$ cat src/shared/trm_defines.vh
`ifndef TRM_DEFINES_VH
`define TRM_DEFINES_VH
// =====================================================
// clock and timing
// =====================================================
// clock period in ns (100 MHz)
`define TRM_CLK_NS 10
// gap timeout in ns (no strobe for this long marks a gap)
`define TRM_GAP_NS 60000
// file finder period in ns (31.5 ms)
`define TRM_FIND_NS 31500000
// derived cycle counts, rounded down by integer division
`define TRM_GAP_CYCLES (`TRM_GAP_NS / `TRM_CLK_NS)
`define TRM_FIND_CYCLES (`TRM_FIND_NS / `TRM_CLK_NS)
// =====================================================
// field positions
// =====================================================
// bit counter: count-four and count-eight taps
`define TRM_BIT_Q4 2
`define TRM_BIT_Q8 3
// mark counter: record mark and file mark taps
`define TRM_MARK_Q4 2
`define TRM_MARK_Q8 3
// =====================================================
// widths and reset values
// =====================================================
`define TRM_CNT_W 4
`define TRM_CHAR_W 8
`define TRM_CNT_RST 4'h0
`define TRM_TMR_W 32
`endif

$ cat src/core/trm_monitor.v
`timescale 1ns/1ns
`include "trm_defines.vh"
// Functional notes
// - strobes retrigger gap timer while enabled
// - sixty microseconds quiet gives gap event
// - four gaps raise record mark line
// - eight gaps raise file mark line
// - mark counter clears by bit count four or disable
// - active gap detector enables bit counting
// - bit count four clears mark counter
// - bit count eight raises char ready
// - gap timeout zeroes bit counter
// - count eight retriggers file finder timer
// - finder expiry reports file gap found
// - finder enable low suppresses gap reports
// - char end, mark rises and file gap pulse processor event line; plain gaps do not
// - shift register assembles eight-bit characters
module trm_monitor #(
    parameter [31:0] GAP_CYCLES = `TRM_GAP_CYCLES,
    parameter [31:0] FIND_CYCLES = `TRM_FIND_CYCLES,
    parameter DEPTH = 2,
    parameter AW = 1
) (
    input wire core_clk,
    input wire rst,
    input wire clk_en,
    input wire gap_find_enable,
    input wire finder_enable_bit,
    input wire read_bit_strobe,
    input wire read_data,
    output wire char_ready,
    output wire record_mark_seen,
    output wire file_mark_seen,
    output reg file_gap_found,
    output reg no_flux_gap,
    output reg port_event,
    output wire char_overrun,
    output wire char_valid,
    input wire char_take,
    output wire [`TRM_CHAR_W-1:0] char_data
);
    // =================================================
    // state
    // =================================================
    reg gap_act_q; // gap detector output, high in a char
    reg [`TRM_TMR_W-1:0] gap_tmr_q; // gap timer
    reg [`TRM_CNT_W-1:0] bit_cnt_q; // bit counter
    reg [`TRM_CNT_W-1:0] mark_cnt_q; // gap (mark) counter
    reg find_act_q; // file finder running
    reg [`TRM_TMR_W-1:0] find_tmr_q; // file finder timer
    reg [`TRM_CHAR_W-1:0] shift_q; // serial to parallel
    reg pend_q; // assembled char waiting for buffer
    reg [`TRM_CHAR_W-1:0] pend_data_q; // waiting char
    reg ovr_q; // char lost while buffer stalled
    reg q8_d1_q; // delayed count-eight tap
    reg rm_d1_q; // delayed record mark
    reg fm_d1_q; // delayed file mark
    wire gap_timeout; // gap timer expires this cycle
    wire find_expire; // finder timer expires this cycle
    wire bit_q8; // bit counter count-eight tap
    wire q8_rise; // count eight just reached
    wire buf_in_ready; // buffer can take a word
    wire [`TRM_CHAR_W-1:0] shift_next; // shift with new bit

    assign gap_timeout = gap_act_q && (gap_tmr_q == 32'h0000_0000);
    assign find_expire = find_act_q && (find_tmr_q == 32'h0000_0000);
    assign bit_q8 = bit_cnt_q[`TRM_BIT_Q8];
    assign q8_rise = bit_q8 && !q8_d1_q;
    assign shift_next = {shift_q[`TRM_CHAR_W-2:0], read_data};
    assign char_ready = bit_q8;
    assign record_mark_seen = mark_cnt_q[`TRM_MARK_Q4];
    assign file_mark_seen = mark_cnt_q[`TRM_MARK_Q8];
    assign char_overrun = ovr_q;

    // =================================================
    // gap detector
    // =================================================
    // retriggerable timer, reloads on every strobe while gap_find_enable is high
    // clk_en low holds the count, so a freeze makes no gap
    always @(posedge core_clk or posedge rst) begin
        if (rst) begin
            gap_act_q <= 1'b0;
            gap_tmr_q <= 32'h0000_0000;
            no_flux_gap <= 1'b0;
        end else if (clk_en) begin
            no_flux_gap <= 1'b0;
            if (gap_find_enable && read_bit_strobe) begin
                // start or restart the timeout
                gap_act_q <= 1'b1;
                gap_tmr_q <= GAP_CYCLES - 32'h0000_0001;
            end else if (gap_timeout) begin
                // falling edge: one gap found
                gap_act_q <= 1'b0;
                no_flux_gap <= 1'b1;
            end else if (gap_act_q) begin
                gap_tmr_q <= gap_tmr_q - 32'h0000_0001;
            end
        end
    end

    // =================================================
    // bit counter and shift register
    // =================================================
    // wraps at sixteen during fast skips, so the
    // count-eight tap keeps rising for the file finder
    always @(posedge core_clk or posedge rst) begin
        if (rst) begin
            bit_cnt_q <= `TRM_CNT_RST;
            shift_q <= 8'h00;
            q8_d1_q <= 1'b0;
        end else if (clk_en) begin
            q8_d1_q <= bit_q8;
            if (gap_timeout) begin
                // restart counting at next char
                bit_cnt_q <= `TRM_CNT_RST;
            end else if (read_bit_strobe &&
                (gap_act_q || gap_find_enable)) begin
                // counts while detector is triggered or gap finding is enabled
                bit_cnt_q <= bit_cnt_q + 4'h1;
            end
            if (read_bit_strobe) begin
                shift_q <= shift_next;
            end
        end
    end

    // =================================================
    // record and file mark counter
    // =================================================
    // clear wins over a gap in the same cycle
    // the gap closing a char still counts once; the
    // next char's count-four clear removes it again
    always @(posedge core_clk or posedge rst) begin
        if (rst) begin
            mark_cnt_q <= `TRM_CNT_RST;
        end else if (clk_en) begin
            if (!gap_find_enable || bit_cnt_q[`TRM_BIT_Q4]) begin
                mark_cnt_q <= `TRM_CNT_RST;
            end else if (gap_timeout && !mark_cnt_q[`TRM_MARK_Q8]) begin
                mark_cnt_q <= mark_cnt_q + 4'h1;
            end
        end
    end

    // =================================================
    // file finder
    // =================================================
    always @(posedge core_clk or posedge rst) begin
        if (rst) begin
            find_act_q <= 1'b0;
            find_tmr_q <= 32'h0000_0000;
            file_gap_found <= 1'b0;
        end else if (clk_en) begin
            file_gap_found <= 1'b0;
            if (!finder_enable_bit) begin
                // disabled: idle, no reports
                find_act_q <= 1'b0;
            end else if (q8_rise) begin
                find_act_q <= 1'b1;
                find_tmr_q <= FIND_CYCLES - 32'h0000_0001;
            end else if (find_expire) begin
                find_act_q <= 1'b0;
                file_gap_found <= 1'b1;
            end else if (find_act_q) begin
                find_tmr_q <= find_tmr_q - 32'h0000_0001;
            end
        end
    end

    // =================================================
    // processor event line
    // =================================================
    always @(posedge core_clk or posedge rst) begin
        if (rst) begin
            port_event <= 1'b0;
            rm_d1_q <= 1'b0;
            fm_d1_q <= 1'b0;
        end else if (clk_en) begin
            rm_d1_q <= record_mark_seen;
            fm_d1_q <= file_mark_seen;
            // char end, marks or inter-file gap
            port_event <= q8_rise || (record_mark_seen && !rm_d1_q) ||
                (file_mark_seen && !fm_d1_q) || file_gap_found;
        end
    end

    // =================================================
    // char capture toward the buffer
    // =================================================
    // holds one char while the buffer is full
    always @(posedge core_clk or posedge rst) begin
        if (rst) begin
            pend_q <= 1'b0;
            pend_data_q <= 8'h00;
            ovr_q <= 1'b0;
        end else if (clk_en) begin
            if (q8_rise) begin
                pend_data_q <= shift_q;
                pend_q <= 1'b1;
                ovr_q <= pend_q && !buf_in_ready;
            end else if (pend_q && buf_in_ready) begin
                pend_q <= 1'b0;
            end
        end
    end

    trm_buf2 #(
        .WIDTH(`TRM_CHAR_W),
        .DEPTH(DEPTH),
        .AW(AW)
    ) u_buf (
        .core_clk(core_clk),
        .rst(rst),
        .clk_en(clk_en),
        .in_valid(pend_q),
        .in_ready(buf_in_ready),
        .in_data(pend_data_q),
        .out_valid(char_valid),
        .out_ready(char_take),
        .out_data(char_data)
    );
endmodule

$ cat src/core/trm_buf2.v
`timescale 1ns/1ns
// =====================================================
// small fifo with valid/ready on both sides
// =====================================================
module trm_buf2 #(
    parameter WIDTH = 8,
    parameter DEPTH = 2,
    parameter AW = 1
) (
    input wire core_clk,
    input wire rst,
    input wire clk_en,
    input wire in_valid,
    output wire in_ready,
    input wire [WIDTH-1:0] in_data,
    output wire out_valid,
    input wire out_ready,
    output reg [WIDTH-1:0] out_data
);
    reg [WIDTH-1:0] mem_q [0:DEPTH-1]; // storage
    reg [AW-1:0] wr_ptr_q; // write pointer
    reg [AW-1:0] rd_ptr_q; // read pointer
    reg [AW:0] cnt_q; // words held
    reg out_valid_q; // output register holds a word
    wire push; // word taken in
    wire pop; // storage word moved to output register
    wire take; // output register drained

    // honest full and empty
    assign in_ready = (cnt_q != DEPTH[AW:0]);
    assign push = in_valid && in_ready;
    assign take = out_valid_q && out_ready;
    assign pop = (cnt_q != {(AW+1){1'b0}}) && (!out_valid_q || take);
    assign out_valid = out_valid_q;

    // storage write
    always @(posedge core_clk) begin
        if (clk_en && push) begin
            mem_q[wr_ptr_q] <= in_data;
        end
    end

    // pointers, count and registered read data
    always @(posedge core_clk or posedge rst) begin
        if (rst) begin
            wr_ptr_q <= {AW{1'b0}};
            rd_ptr_q <= {AW{1'b0}};
            cnt_q <= {(AW+1){1'b0}};
            out_valid_q <= 1'b0;
            out_data <= {WIDTH{1'b0}};
        end else if (clk_en) begin
            if (push) begin
                wr_ptr_q <= (wr_ptr_q == DEPTH[AW-1:0] - 1'b1) ?
                    {AW{1'b0}} : wr_ptr_q + 1'b1;
            end
            if (pop) begin
                rd_ptr_q <= (rd_ptr_q == DEPTH[AW-1:0] - 1'b1) ?
                    {AW{1'b0}} : rd_ptr_q + 1'b1;
                out_data <= mem_q[rd_ptr_q];
                out_valid_q <= 1'b1;
            end else if (take) begin
                out_valid_q <= 1'b0;
            end
            // count changes only when push and pop differ
            if (push && !pop) begin
                cnt_q <= cnt_q + 1'b1;
            end else if (pop && !push) begin
                cnt_q <= cnt_q - 1'b1;
            end
        end
    end
endmodule

$ cat config.mk
export PLATFORM = sky130hd
export DESIGN_NAME = trm_monitor
export DESIGN_NICKNAME = d
export VERILOG_FILES = /design/src/core/trm_monitor.v /design/src/core/trm_buf2.v
export VERILOG_INCLUDE_DIRS = /design/src /design/src/shared
export SDC_FILE = /design/constraint.sdc
export NUM_CORES = 1
export LEC_CHECK = 0
export ABC_AREA = 1
export BUFFER_PORTS_ARGS = -buffer_cell sky130_fd_sc_hd__buf_2
export CAP_MARGIN = 10
export CORE_MARGIN = 10
export CORE_UTILIZATION = 30
export CTS_BUF_LIST = sky130_fd_sc_hd__clkbuf_4 sky130_fd_sc_hd__clkbuf_8
export DETAILED_ROUTE_END_ITERATION = 12
export GPL_TIMING_DRIVEN = 0
export PLACE_DENSITY = 0.45
export SYNTH_ARGS = -nofsm -noshare
export SYNTH_HDL_FRONTEND = slang
export SYNTH_SLANG_ARGS = --single-unit
$ cat constraint.sdc
create_clock -name core_clk -period 3.7 [get_ports core_clk]
set_clock_uncertainty 0.1 [all_clocks]
set_input_delay 0.185 -clock core_clk [delete_from_list [all_inputs] [get_ports core_clk]]
set_output_delay 0.185 -clock core_clk [all_outputs]
set_load 0.01 [all_outputs]
==> results.cfg <==
[final_layout]
diodes = 0
final_util_pct = 34.6
final_common_cell = nand2_1
fin_nets = 1022
design_area_um2 = 8100
areaGrowthSynthToFinish_pct = 14.2
drive_gt1_share_pct = 8.71
final_cell_mix = nand2_1, nor2_1, dfrtp_1

[global_route]
antenna_found_initial = 0
first_global_vias = 5945
grt_overflow = 0
grt_max_degree = 85
grt_pass1_wl_um = 31000
grt.total_usage_pct = 12.5

[detailed_routing]
first_iter_violations = 355
vias = 5962
viasPerCell = 4.45
drc = 0
dr.pass1.iters = 4
drtAntennaViolNets = 0
avgRoutedWirePerCell_um = 13.6
drt-total-wl_um = 18300

[clock_network]
htreeDepth = 4
cts-root-buf = clkbuf_8
clkLatencyLatePin_ns = 0.45
cts_buffers = 17
post-cts-setup-buffers = 0
cts.path.max_buffers = 2
clock_sinks = 127
cts_tree = built
clk_pin_slew_ns = 0.09

[timing]
finalSetupViolations = 0
drv_slew = 0
finalHoldViolCount = 0
max_slew_margin_pct = 52.3
tightestPinTransition_ns = 0.713
layout_setup_ws_ns = 1.51
period_minus_slack_ns = 2.19
timing.final.crit_share_pct = 59.3
rsz0062_at_grt = no
clock.fmax_ghz = 0.456

[setup_path]
path_buf_inv = 3
worstPathCellList = inv_1, ha_1, buf_2, nand2_1, nor2_2, nand2_2, nor2_8, nand3_4, nand2_4, buf_2, nand2_1, o21ai_0
critPathLaunchType = flip-flop
worst_ep_required_time_ns = 3.96
critPathMaxFanout = 10
cpPeakStageDelay_ns = 0.38
crit_path_end_kind = flip-flop
worstPathArrival_ns = 2.45
cp_slowest_cell = dfrtp_1
critical_path.top_delay_family = simple AND/OR/NAND/NOR gates
critical_path_class = reg -> reg

[run]
drv_cap = 0

[logic_synthesis]
post_synth.cell_area_avg_um2 = 7.40
synth_top_flop_cell = dfrtp_1
yosys_warnings = 0
yosys-top-cells-area = dfrtp_1, nand2_1, nor2_1
syn_nets = 972
synth.cell_area_um2 = 7090
yosysSeqAreaShare_pct = 45.9
synth_area_leader_cell = dfrtp_1
synth_edf_count = 16
syn_inst = 959
synth_top_area_share_pct = 39.2
synth_seq_cells = 127
async_flop_share_pct = 87.4
synth_cell_type_count = 38

[floorplanning]
rows = 56
die_w_um = 174
initial_utilization_pct = 30.3
die_area_um2 = 30200
boundaryPins = 24
coreArea_um2 = 23400
die_h_um = 174

[status]
outcome = finished, final reports clean

[placed_design]
dp_hpwl_um = 13400
place_ws_ns = 1.45
gp_congestion = 0.848
dpl_cell_area_um2 = 7640
port_buffers = 23

[pwr]
p_leak_nw = 3.94
powerDensity_nw_per_um2 = 698
ir_worst_vdd_v = 0.000239

[hold_path]
hold_class = in -> reg
-- worst paths after layout --
check,from,end,slack (ns),cells past startpoint
hold / removal,read_bit_strobe,shift_q[2],0.13,4
setup reg to reg,gap_tmr_q[0],gap_tmr_q[2],1.51,12
min in group asynchronous,rst,u_buf.out_data[4],0.14,3
setup / recovery,gap_tmr_q[0],gap_tmr_q[2],1.51,12
max in group asynchronous,rst,gap_tmr_q[15],2.63,4
hold reg to reg,pend_data_q[1],u_buf.mem_q[0][1],0.37,0
-- through the flow --
step	hold WS (ns)	instances	TNS, ns	power, W
6_report	0.127	1341	0	0.00566
3_5_place_dp	0.0819	1302	0	0.00449
4_1_cts	0.109	1341	0	0.00573
2_1_floorplan	0.220	959	0	0.00384
3_3_place_gp	0.337	1301	-132.23	0.00446
5_1_grt	0.131	1341	0	0.00619
-- routing by layer --
| metal | part of all wire, % | track usage, % | vias to the layer above |
|---|---|---|---|
| met5 | 0 | 0 | - |
| met4 | 1.4 | 3.56 | 0 |
| met3 | 2.6 | 3.01 | 16 |
| met2 | 46 | 20.2 | 53 |
| met1 | 50 | 16.4 | 2730 |
| li1 | - | - | 3163 |
-- kinds of logic (layout without fill, tap and decap cells) --
| family | Yosys count | count (layout) | synth area share (%) |
|---|---|---|---|
| simple gates | 586 | 586 | 34.5 |
| fa+ha+maj | 5 | 5 | 0.882 |
| flops | 127 | 127 | 45.9 |
| buf+inv | 107 | 170 | 6.61 |
| compound gates | 104 | 104 | 8.33 |
| xor+xnor | 30 | 30 | 3.70 |
-- what timing repair did --
item,in CTS,in global routing
gates resized for setup,0,0
hold buffers,7,0
endpoints found under the hold margin,37,0
-- sequential cells by signal, summed over array words and instances (netlist names), 2 cells and up --
name and cells:
pend_data_q 8, gap_tmr_q 32, u_buf.cnt_q 2, shift_q 8, u_buf.out_data 8, mark_cnt_q 4
find_tmr_q 32, bit_cnt_q 4, u_buf.mem_q 16
-- final cells by class --
class	instances	area, µm²
Buffer	26	165
Clock buffer	17	234
Clock inverter	15	155
Fill cell	2543	15300
Inverter	81	309
Multi-Input combinational cell	725	3370
Sequential cell	127	3260
Tap cell	319	399
Timing Repair Buffer	31	213
-- worst min-delay path, delay by kind of cell --
family / cells / cell delay (ns)
AOI/OAI and AO/OA: 1 / 0.06
buffers and inverters: 1 / 0.12
and+or+nand+nor: 2 / 0.27
-- cells in the mapped netlist, types with 2 or more instances --
library cell,count
o22ai_1,2
xnor2_1,4
nand3b_1,3
xor2_1,26
o21bai_1,11
or2_2,2
clkbuf_1,11
o21ai_1,10
nand3_1,68
o21ai_0,64
a21oi_1,6
nand4_1,18
nand2_1,294
buf_4,4
o21a_1,8
buf_2,6
nand2_2,2
dfrtp_1,111
nand2_4,3
nor3_1,6
ha_1,5
edfxtp_1,16
clkinv_1,2
nor2_4,3
inv_1,78
nor2_2,3
nor2_1,179
buf_8,2
buf_6,3
-- report_power, final --
| part | leakage (nW) | total, W | internal, W | switching [W] |
|---|---|---|---|---|
| Clock | 0.198 | 0.00121 | 0.000510 | 0.000699 |
| Sequential | 1.58 | 0.00217 | 0.00182 | 0.000352 |
| Combinational | 2.17 | 0.00228 | 0.000773 | 0.00150 |
| Total | 3.94 | 0.00566 | 0.00310 | 0.00255 |
(Power assumes the default switching activity.)
